`config.mk`:
```
export PLATFORM = sky130hd
export DESIGN_NAME = akw_control
export DESIGN_NICKNAME = d
export VERILOG_FILES = /design/src/include/akw_pkg.sv /design/src/include/akw_tick_if.sv /design/src/verilog/akw_tick_gen.sv /design/src/verilog/akw_control.sv
export VERILOG_INCLUDE_DIRS = /design/src /design/src/include
export SDC_FILE = /design/constraint.sdc
export NUM_CORES = 1
export LEC_CHECK = 0
export ABC_AREA = 1
export BUFFER_PORTS_ARGS = -buffer_cell sky130_fd_sc_hd__buf_2
export CAP_MARGIN = 0
export CORE_MARGIN = 2
export CORE_UTILIZATION = 40
export DETAILED_ROUTE_END_ITERATION = 10
export HOLD_SLACK_MARGIN = 0.1
export PLACE_DENSITY_LB_ADDON = 0.12
export SLEW_MARGIN = 20
export SYNTH_ARGS = -nofsm -noshare
export SYNTH_HDL_FRONTEND = slang
export SYNTH_SLANG_ARGS = --single-unit
export TNS_END_PERCENT = 30
```
`constraint.sdc`:
```
create_clock -name clk_in -period 3.7 [get_ports clk_in]
set_clock_uncertainty 0.15 [all_clocks]
set_input_delay 0.185 -clock clk_in [delete_from_list [all_inputs] [get_ports clk_in]]
set_output_delay 0.185 -clock clk_in [all_outputs]
set_load 0.02 [all_outputs]
```
`src/include/akw_cfg.svh`:
```
// constants for the keypad power and watchdog control block
`ifndef AKW_CFG_SVH
`define AKW_CFG_SVH
`define AKW_CMD_POLL 8'h18
`define AKW_ANS_POLL 8'h58
`define AKW_CMD_SWCFG 8'h1C
`define AKW_ANS_SWCFG 8'h5C
`define AKW_CMD_WDOG 8'h1D
`define AKW_ANS_WDOG 8'h5D
`define AKW_KEY_BIT_NORTH 8'h01
`define AKW_KEY_BIT_CONFIRM 8'h02
`define AKW_KEY_BIT_ABORT 8'h04
`define AKW_KEY_BIT_WEST 8'h08
`define AKW_KEY_BIT_EAST 8'h10
`define AKW_KEY_BIT_SOUTH 8'h20
`define AKW_CFG_AUTO_POL 0
`define AKW_CFG_RESET_INV 1
`define AKW_CFG_POWER_INV 2
`define AKW_CFG_BLANK 4
`define AKW_CFG_KEY_RESET 5
`define AKW_CFG_KEY_PWR_ON 6
`define AKW_CFG_KEY_PWR_OFF 7
`define AKW_CFG_RESET_VAL 8'h00
`define AKW_PULSE_HOLD 8'hFF
`define AKW_PULSE_DEFAULT 8'h20
`define AKW_SENSE_DEFAULT 1'b1
`define AKW_CLK_HZ 100000000
`define AKW_TICK_PER_S 32
`define AKW_TICK_CYCLES (`AKW_CLK_HZ / `AKW_TICK_PER_S)
`define AKW_LONG_HOLD_S 4
`define AKW_LONG_HOLD_TICKS (`AKW_LONG_HOLD_S * `AKW_TICK_PER_S)
`define AKW_SHORT_PRESS_MS 250
`define AKW_SHORT_PRESS_TICKS ((`AKW_SHORT_PRESS_MS * `AKW_TICK_PER_S + 999) / 1000)
`define AKW_RESET_PULSE_S 1
`define AKW_RESET_PULSE_TICKS (`AKW_RESET_PULSE_S * `AKW_TICK_PER_S)
`define AKW_EXTEND_S 5
`define AKW_EXTEND_TICKS (`AKW_EXTEND_S * `AKW_TICK_PER_S)
`endif

```
`src/include/akw_pkg.sv`:
```
// types shared by the keypad power and watchdog control block
package akw_pkg;
	typedef enum logic [2:0] {
		AKW_IDLE = 3'b000,
		AKW_RESET_PULSE = 3'b001,
		AKW_POWER_PULSE = 3'b010,
		AKW_POWER_EXTEND = 3'b011,
		AKW_RESTART = 3'b100
	} akw_state_t;
	typedef enum logic [1:0] {
		AKW_LINE_RESET = 2'b00,
		AKW_LINE_POWER = 2'b01
	} akw_line_t;
endpackage

```
`src/include/akw_tick_if.sv`:
```
// tick strobe shared between the control block and its tick divider
interface akw_tick_if;
	logic tick;
	modport source (output tick);
	modport sink (input tick);
endinterface

```
`src/verilog/akw_tick_gen.sv`:
```
// divider making the 1/32 second tick strobe
`include "akw_cfg.svh"
module akw_tick_gen #(
	parameter int TICK_CYCLES = `AKW_TICK_CYCLES
) (
	input wire logic clk_in,
	input wire logic rst_in,
	akw_tick_if.source tick_if
);
	logic [21:0] count;
	logic tick_q;
	wire logic wrap = (count == 22'(TICK_CYCLES - 1));

	// free-running divider, one-cycle strobe at each wrap
	always_ff @(posedge clk_in) begin
		if (rst_in) begin
			count <= 22'h000000;
			tick_q <= 1'b0;
		end else begin
			count <= wrap ? 22'h000000 : count + 22'h000001;
			tick_q <= wrap;
		end
	end
	assign tick_if.tick = tick_q;
endmodule

```
`src/verilog/akw_control.sv`:
```
// keypad poll, host power and reset pulses, and host watchdog
`include "akw_cfg.svh"
module akw_control #(
	parameter int TICK_CYCLES = `AKW_TICK_CYCLES
) (
	input wire logic clk_in,
	input wire logic rst_in,
	input wire logic cmd_valid_in,
	input wire logic [7:0] cmd_code_in,
	input wire logic [1:0] cmd_len_in,
	input wire logic [7:0] cmd_data0_in,
	input wire logic [7:0] cmd_data1_in,
	input wire logic [7:0] cmd_data2_in,
	input wire logic [5:0] keys_in,
	input wire logic sense_pin_in,
	input wire logic sense_supply_in,
	input wire logic reset_line_in,
	input wire logic power_line_in,
	output logic ans_valid_out,
	output logic [7:0] ans_code_out,
	output logic [1:0] ans_len_out,
	output logic [7:0] ans_data0_out,
	output logic [7:0] ans_data1_out,
	output logic [7:0] ans_data2_out,
	output logic reset_line_out,
	output logic reset_line_oe_out,
	output logic power_line_out,
	output logic power_line_oe_out,
	output logic blank_screen_out,
	output logic msg_reset_out,
	output logic msg_power_on_out,
	output logic msg_power_off_out,
	output logic self_restart_out,
	output logic busy_out,
	output logic [7:0] saved_cfg_out,
	output logic [7:0] saved_pulse_out,
	output logic saved_sense_out
);
	akw_tick_if tick_bus ();
	akw_tick_gen #(.TICK_CYCLES(TICK_CYCLES)) u_tick (
		.clk_in(clk_in),
		.rst_in(rst_in),
		.tick_if(tick_bus.source)
	);
	wire logic tick = tick_bus.tick;

	// one key in the mask set; the same decode is used for several gestures
	function automatic logic key_held(input logic [5:0] keys, input logic [7:0] bit_mask);
		key_held = |(keys & bit_mask[5:0]);
	endfunction

	akw_pkg::akw_state_t state;
	akw_pkg::akw_state_t next_state;
	logic [7:0] cfg;
	logic [7:0] pulse_len;
	logic sense_sel;
	logic [5:0] keys_prev;
	logic [5:0] pressed_hist;
	logic [5:0] released_hist;
	logic [7:0] hold_ticks;
	logic [7:0] pulse_ticks;
	logic [7:0] wd_timeout;
	logic [5:0] wd_sub;
	logic [7:0] wd_secs;
	logic wd_armed;
	logic sense_prev;
	logic reset_idle;
	logic power_idle;

	// host power sense source picked by the third config byte
	wire logic sense = sense_sel ? sense_supply_in : sense_pin_in;
	wire logic sense_rise = sense & ~sense_prev;
	wire logic confirm = key_held(keys_in, `AKW_KEY_BIT_CONFIRM);
	wire logic abort = key_held(keys_in, `AKW_KEY_BIT_ABORT);
	wire logic idle = (state == akw_pkg::AKW_IDLE);
	wire logic accept = cmd_valid_in & (state != akw_pkg::AKW_RESTART);
	wire logic is_poll = accept & (cmd_code_in == `AKW_CMD_POLL) & (cmd_len_in == 2'b00);
	wire logic is_swcfg = accept & (cmd_code_in == `AKW_CMD_SWCFG) & (cmd_len_in != 2'b00);
	wire logic is_wdog = accept & (cmd_code_in == `AKW_CMD_WDOG) & (cmd_len_in == 2'b01);
	wire logic [5:0] new_press = keys_in & ~keys_prev;
	wire logic [5:0] new_release = ~keys_in & keys_prev;

	// key gesture triggers measured in whole ticks of hold time, then watchdog expiry in seconds and the pulse ends
	wire logic held_long = (hold_ticks == 8'(`AKW_LONG_HOLD_TICKS));
	wire logic held_short = (hold_ticks == 8'(`AKW_SHORT_PRESS_TICKS));
	wire logic go_reset_key = idle & cfg[`AKW_CFG_KEY_RESET] & sense & confirm & held_long;
	wire logic go_power_on = idle & cfg[`AKW_CFG_KEY_PWR_ON] & ~sense & confirm & held_short;
	wire logic go_power_off = idle & cfg[`AKW_CFG_KEY_PWR_OFF] & sense & abort & held_long;
	wire logic wd_expire = wd_armed & (wd_secs == wd_timeout) & (wd_timeout != 8'h00);
	wire logic go_reset_wd = idle & wd_expire;
	wire logic pulse_done_reset = tick & (pulse_ticks == 8'(`AKW_RESET_PULSE_TICKS - 1));
	wire logic hold_mode = (pulse_len == `AKW_PULSE_HOLD);
	wire logic pulse_done_power = hold_mode ? (sense != sense_prev)
		: (tick & (pulse_ticks == pulse_len - 8'h01));
	wire logic extend_done = ~abort | (tick & (pulse_ticks == 8'(`AKW_EXTEND_TICKS - 1)));

	// active levels: sampled opposite of idle, else invert bits, else low
	wire logic reset_act = cfg[`AKW_CFG_AUTO_POL] ? ~reset_idle : cfg[`AKW_CFG_RESET_INV];
	wire logic power_act = cfg[`AKW_CFG_AUTO_POL] ? ~power_idle : cfg[`AKW_CFG_POWER_INV];

	// sequencer for the pulses and the self restart after a reset or power-on pulse
	always_comb begin
		next_state = state;
		case (state)
			akw_pkg::AKW_IDLE: begin
				if (go_reset_key | go_reset_wd) begin
					next_state = akw_pkg::AKW_RESET_PULSE;
				end else if (go_power_on | go_power_off) begin
					next_state = akw_pkg::AKW_POWER_PULSE;
				end
			end
			akw_pkg::AKW_RESET_PULSE: begin
				if (pulse_done_reset) begin
					next_state = akw_pkg::AKW_RESTART;
				end
			end
			akw_pkg::AKW_POWER_PULSE: begin
				if (pulse_done_power) begin
					if (msg_power_on_out) begin
						next_state = akw_pkg::AKW_RESTART;
					end else if (abort) begin
						next_state = akw_pkg::AKW_POWER_EXTEND;
					end else begin
						next_state = akw_pkg::AKW_IDLE;
					end
				end
			end
			akw_pkg::AKW_POWER_EXTEND: begin
				if (extend_done) begin
					next_state = akw_pkg::AKW_IDLE;
				end
			end
			akw_pkg::AKW_RESTART: begin
				next_state = akw_pkg::AKW_IDLE;
			end
			default: begin
				next_state = akw_pkg::AKW_IDLE;
			end
		endcase
	end

	// state and pulse tick counter
	always_ff @(posedge clk_in) begin
		if (rst_in) begin
			state <= akw_pkg::AKW_IDLE;
			pulse_ticks <= 8'h00;
		end else begin
			state <= next_state;
			if (next_state != state) begin
				pulse_ticks <= 8'h00;
			end else if (tick) begin
				pulse_ticks <= pulse_ticks + 8'h01;
			end
		end
	end

	// hold timer: ticks the relevant key has been held, saturating
	always_ff @(posedge clk_in) begin
		if (rst_in) begin
			hold_ticks <= 8'h00;
		end else if (~(confirm | abort) | ~idle) begin
			hold_ticks <= 8'h00;
		end else if (tick & (hold_ticks != 8'hFF)) begin
			hold_ticks <= hold_ticks + 8'h01;
		end
	end

	// switch configuration; power-up values match the boot defaults
	always_ff @(posedge clk_in) begin
		if (rst_in) begin
			cfg <= `AKW_CFG_RESET_VAL;
			pulse_len <= `AKW_PULSE_DEFAULT;
			sense_sel <= `AKW_SENSE_DEFAULT;
		end else if (is_swcfg) begin
			cfg <= cmd_data0_in;
			pulse_len <= (cmd_len_in >= 2'b10) ? cmd_data1_in : `AKW_PULSE_DEFAULT;
			if (cmd_len_in == 2'b11) begin
				sense_sel <= cmd_data2_in[0];
			end
		end
	end

	// keypad history: new events win over the clear made by a poll
	always_ff @(posedge clk_in) begin
		if (rst_in) begin
			keys_prev <= 6'h00;
			pressed_hist <= 6'h00;
			released_hist <= 6'h00;
		end else begin
			keys_prev <= keys_in;
			pressed_hist <= (is_poll ? 6'h00 : pressed_hist) | new_press;
			released_hist <= (is_poll ? 6'h00 : released_hist) | new_release;
		end
	end

	// idle level of each line sampled only while released
	always_ff @(posedge clk_in) begin
		if (rst_in) begin
			reset_idle <= 1'b1;
			power_idle <= 1'b1;
			sense_prev <= 1'b0;
		end else begin
			sense_prev <= sense;
			if (~reset_line_oe_out) begin
				reset_idle <= reset_line_in;
			end
			if (~power_line_oe_out) begin
				power_idle <= power_line_in;
			end
		end
	end

	// watchdog: disabled at power-up, counts seconds, disarms after firing
	always_ff @(posedge clk_in) begin
		if (rst_in) begin
			wd_armed <= 1'b0;
			wd_timeout <= 8'h00;
			wd_sub <= 6'h00;
			wd_secs <= 8'h00;
		end else if (is_wdog) begin
			wd_armed <= (cmd_data0_in != 8'h00);
			wd_timeout <= cmd_data0_in;
			wd_sub <= 6'h00;
			wd_secs <= 8'h00;
		end else if (go_reset_wd) begin
			wd_armed <= 1'b0;
		end else if (wd_armed & tick & ~wd_expire) begin
			if (wd_sub == 6'(`AKW_TICK_PER_S - 1)) begin
				wd_sub <= 6'h00;
				wd_secs <= wd_secs + 8'h01;
			end else begin
				wd_sub <= wd_sub + 6'h01;
			end
		end
	end

	// answers; polled masks cover every key regardless of reporting enables
	always_ff @(posedge clk_in) begin
		if (rst_in) begin
			ans_valid_out <= 1'b0;
			ans_code_out <= 8'h00;
			ans_len_out <= 2'b00;
			ans_data0_out <= 8'h00;
			ans_data1_out <= 8'h00;
			ans_data2_out <= 8'h00;
		end else begin
			ans_valid_out <= is_poll | is_swcfg | is_wdog;
			if (is_poll) begin
				ans_code_out <= `AKW_ANS_POLL;
				ans_len_out <= 2'b11;
				ans_data0_out <= {2'b00, keys_in};
				ans_data1_out <= {2'b00, pressed_hist | new_press};
				ans_data2_out <= {2'b00, released_hist | new_release};
			end else if (is_swcfg | is_wdog) begin
				ans_code_out <= is_swcfg ? `AKW_ANS_SWCFG : `AKW_ANS_WDOG;
				ans_len_out <= 2'b00;
				ans_data0_out <= 8'h00;
				ans_data1_out <= 8'h00;
				ans_data2_out <= 8'h00;
			end
		end
	end

	// line drivers: high impedance except during a pulse or the power extension
	always_ff @(posedge clk_in) begin
		if (rst_in) begin
			reset_line_oe_out <= 1'b0;
			reset_line_out <= 1'b0;
			power_line_oe_out <= 1'b0;
			power_line_out <= 1'b0;
		end else begin
			reset_line_oe_out <= (next_state == akw_pkg::AKW_RESET_PULSE);
			reset_line_out <= reset_act;
			power_line_oe_out <= (next_state == akw_pkg::AKW_POWER_PULSE)
				| (next_state == akw_pkg::AKW_POWER_EXTEND);
			power_line_out <= power_act;
		end
	end

	// messages, screen blanking, restart strobe and saved settings
	always_ff @(posedge clk_in) begin
		if (rst_in) begin
			msg_reset_out <= 1'b0;
			msg_power_on_out <= 1'b0;
			msg_power_off_out <= 1'b0;
			blank_screen_out <= 1'b0;
			self_restart_out <= 1'b0;
			busy_out <= 1'b0;
			saved_cfg_out <= `AKW_CFG_RESET_VAL;
			saved_pulse_out <= `AKW_PULSE_DEFAULT;
			saved_sense_out <= `AKW_SENSE_DEFAULT;
		end else begin
			msg_reset_out <= (next_state == akw_pkg::AKW_RESET_PULSE);
			if (idle) begin
				msg_power_on_out <= go_power_on;
				msg_power_off_out <= go_power_off;
			end else if (next_state == akw_pkg::AKW_IDLE) begin
				msg_power_on_out <= 1'b0;
				msg_power_off_out <= 1'b0;
			end
			blank_screen_out <= cfg[`AKW_CFG_BLANK] & ~sense;
			self_restart_out <= (state == akw_pkg::AKW_RESTART) | (idle & sense_rise);
			busy_out <= (next_state == akw_pkg::AKW_RESTART);
			saved_cfg_out <= cfg;
			saved_pulse_out <= pulse_len;
			saved_sense_out <= sense_sel;
		end
	end
endmodule

```
==> impl_summary.md <==
Detailed routing
The first detailed-routing pass took 5 iterations. The post-route antenna net violation count is 0. In this run, the number of DRC markers left after iteration 0 of detailed routing was 251. Using the TritonRoute via totals, the vias-per-cell ratio works out to 4.64. For this block, the routed nets add up to 15700 um of wire. The DRC violation count after routing is 0.

The final route contains 5725 vias. After detailed routing, the average wire length per cell comes to 12.7 um.

Critical path
The top fanout value on the critical path is 9. The kind of end point of the critical path is a flip-flop. The critical path in this run is classified as in -> reg. STA puts the critical path data required time at 3.92 ns. The arrival time at the worst endpoint is 3.71 ns. The kind of launch point of the worst setup path is an input port.

Logic synthesis
A synthesized cell averages 7.51 sq um. The fraction of synthesized cell area taken by the top area cell type is 46.3%. Among all flip-flop cells after synthesis, the most frequent one is dfxtp_1. The main combinational cell family by area after synthesis is simple AND/OR/NAND/NOR gates.

The adder and majority cell fraction of the synthesized area is 1.71%. The compound-gate portion of the synthesized area is 13.3%. Synthesis instantiated 45 different standard cells from the library. Summing the areas of all and, or, nand and nor instances in the mapped netlist gives 26.0% of the synthesized area. Yosys attributes the largest share of cell area to dfxtp_1, nand2_1, inv_1. The count of mapped cells out of synthesis is 875.

The share of synthesized area occupied by flip-flops and latches is 46.3%. The Yosys step of the flow raised 0 warnings. The number of synthesized register bits is 152. The share of async-settable or async-resettable flops after synthesis is 0%. The mux cell area share after synthesis is 0.152%. The number of enable flip-flop cells after synthesis is 0. The xor/xnor cell area share of the yosys netlist is 2.27%. In this run the cell area of the synthesized design comes to 6570 sq um.

The biggest area contributor in the post-synthesis netlist is dfxtp_1.

Clock network
The TritonCTS sink count is 152. The tree is rooted in a clkbuf_16. The clock tree from TritonCTS is yes. The worst-case clock buffer depth is 2.

The count of buffers added by post-CTS timing repair for setup is 0. Clock latency on the worst-skew pair, taken at its later pin, is 0.42 ns. The H-tree depth reported by CTS is 4. The clock slew at the register clock pins of the worst setup and hold paths is 0.06 ns. Clock tree synthesis inserted a total of 17 buffers.

Global routing
After global routing the overflow that remains totals 0. The number of antenna violations at the first check in global routing is 0. Entering global routing, the biggest net connects 43 pins.

Global routing consumed, over all layers together, 18.3% of the routing resources. The first global-routing pass estimated 25800 um of wire. The via count of the first global-routing pass was 5360.

Pwr
The power per unit of standard cell area is 437 nW/um^2. The worst voltage drop across the vdd grid is 0.000335 V. The design draws 0.00357 W.

The leakage power is 3.60 nW.

Die
The die height is 132 um. The effective utilization at floorplan is 41.1%. In this run the count of I/O pins placed on the die edge is 109.

The total number of placement rows is 46. The die covers 17500 sq um. From left edge to right edge, the die measures 132 um.

The total area inside the core boundary comes to 16000 sq um.

Finish
The number of antenna diodes in the final layout is 0. The top cell types in the final layout, fill and taps aside, are dfxtp_1, nand2_1, inv_1, nor2_1, buf_2. Leaving out fill and tap cells, the most frequent cell in the layout is dfxtp_1.

The final layout contains 1060 nets. From synthesis to final layout, the design area changed by 24.2%. The share of cells above drive strength 1 is 16.6%. The final cell area excluding filler cells is 8160 sq um.

Placement
During placement, the flow inserted port buffers numbering 92. The cell area reported after detailed placement is 7200 sq um. The worst-case setup slack after placement is 1.11 ns.

The detailed placement HPWL is 11200 um. Routability-driven placement finished with a final weighted congestion of 0.793.

Timing
The worst hold-check slack is 0.153 ns. The shortest clock period the worst path allows after layout is 3.50 ns. The final hold violation count came to 0. The final-report max-slew violation count is 0.

The sum of negative setup slack is 0 ns. Setup violations remaining at the end of the flow were counted as 0. The worst relative slew slack is 45.9%. The slew of the pin with the lowest slew margin is 0.808 ns. The portion of the clock cycle consumed by the worst path in the final layout is 94.5%.

The achievable clock frequency is 0.286 GHz. After layout, the worst setup slack is 0.203 ns.

Worst hold path
The tightest min-delay check is of the in -> reg type.

Run status
The run finished with clean final reports.

Flow run
Across the run, the number of max-cap violations was 0.
==> critical path, cell delays in order <==
cell and delay [ns]:
dlygate4sd3_1 0.54, buf_2 0.13, nor2_1 0.07, dlygate4sd3_1 0.54
inv_1 0.06, nor4_1 0.37, nand3_2 0.28, nor2_2 0.24
a21oi_1 0.09, dlygate4sd3_1 0.58, o21ai_0 0.07, dlygate4sd3_1 0.55
==> logic make-up after synthesis <==
kind of cell | after synthesis
flip-flops | 152
AO/OA/AOI/OAI | 155
AND/OR/NAND/NOR | 375
multiplexers | 1
buffers and inverters | 165
other | 1
XOR/XNOR | 17
adder cells (fa/ha/maj) | 9
==> stage by stage <==
stage / util, % / std cells
3_3_place_gp: 45.0 / 1165
4_1_cts: 50.9 / 1232
2_1_floorplan: - / 883
6_report: 51.0 / 1233
5_1_grt: 51.0 / 1233
3_5_place_dp: 45.0 / 1165
==> routing by layer <==
layer | up-vias | part of all wire, % | track usage (%)
li1 | 3055 | - | -
met1 | 2553 | 49 | 24.8
met2 | 105 | 45 | 28.4
met3 | 12 | 3.9 | 5.11
met4 | 0 | 1.4 | 5.97
met5 | - | 0 | 0
==> path summary, 6_finish.rpt <==
check,slack [ns],start,cells past startpoint,to
setup / recovery,0.20,cmd_code_in[1],12,sense_sel
hold reg to reg,0.28,power_idle,1,power_line_out
setup reg to reg,0.63,sense_sel,13,pulse_ticks[6]
hold / removal,0.15,cmd_len_in[0],4,ans_code_out[0]
==> cells in the mapped netlist (6+ instances only) <==
cell type  number
nor2_1        109
o21ai_0        74
inv_2           7
nand4_1        11
nor3_1         19
inv_1         126
nor2_2         13
o21bai_1       13
buf_4          13
xor2_1         12
a32o_1          6
ha_1            9
a21oi_1        46
nor4_1          7
nand2_1       135
dfxtp_1       152
nand3_1        54
clkbuf_1       12
==> sequential cells by signal (all words and copies together), names as in the netlist, 8 cells and up <==
register,cells
pulse_ticks,8
u_tick.count,22
saved_cfg_out,8
wd_secs,8
hold_ticks,8
wd_timeout,8
pulse_len,8
cfg,8
saved_pulse_out,8
==> cell type report <==
cell class / instances / area, sq um
tap: 216 / 270
clock buffer: 20 / 457
inverter: 135 / 507
clock inverter: 12 / 139
multi-input combinational: 566 / 2900
timing repair buffer: 132 / 851
sequential: 152 / 3040
fill: 1663 / 7840
==> where the power goes <==
part / leakage (nW) / switching [W] / internal [W]
combinational: 2.09 / 0.0000923 / 0.0000670
sequential: 1.23 / 0.00000654 / 0.00165
clock: 0.280 / 0.000711 / 0.00104
total: 3.60 / 0.000809 / 0.00276
==> timing repair <==
action                     CTS  global route
setup endpoints to repair    0             1
hold endpoints to repair    62             7
hold buffers                35             1
gates resized for setup      0             2
Note: power is estimated with default switching activity, not from simulation.
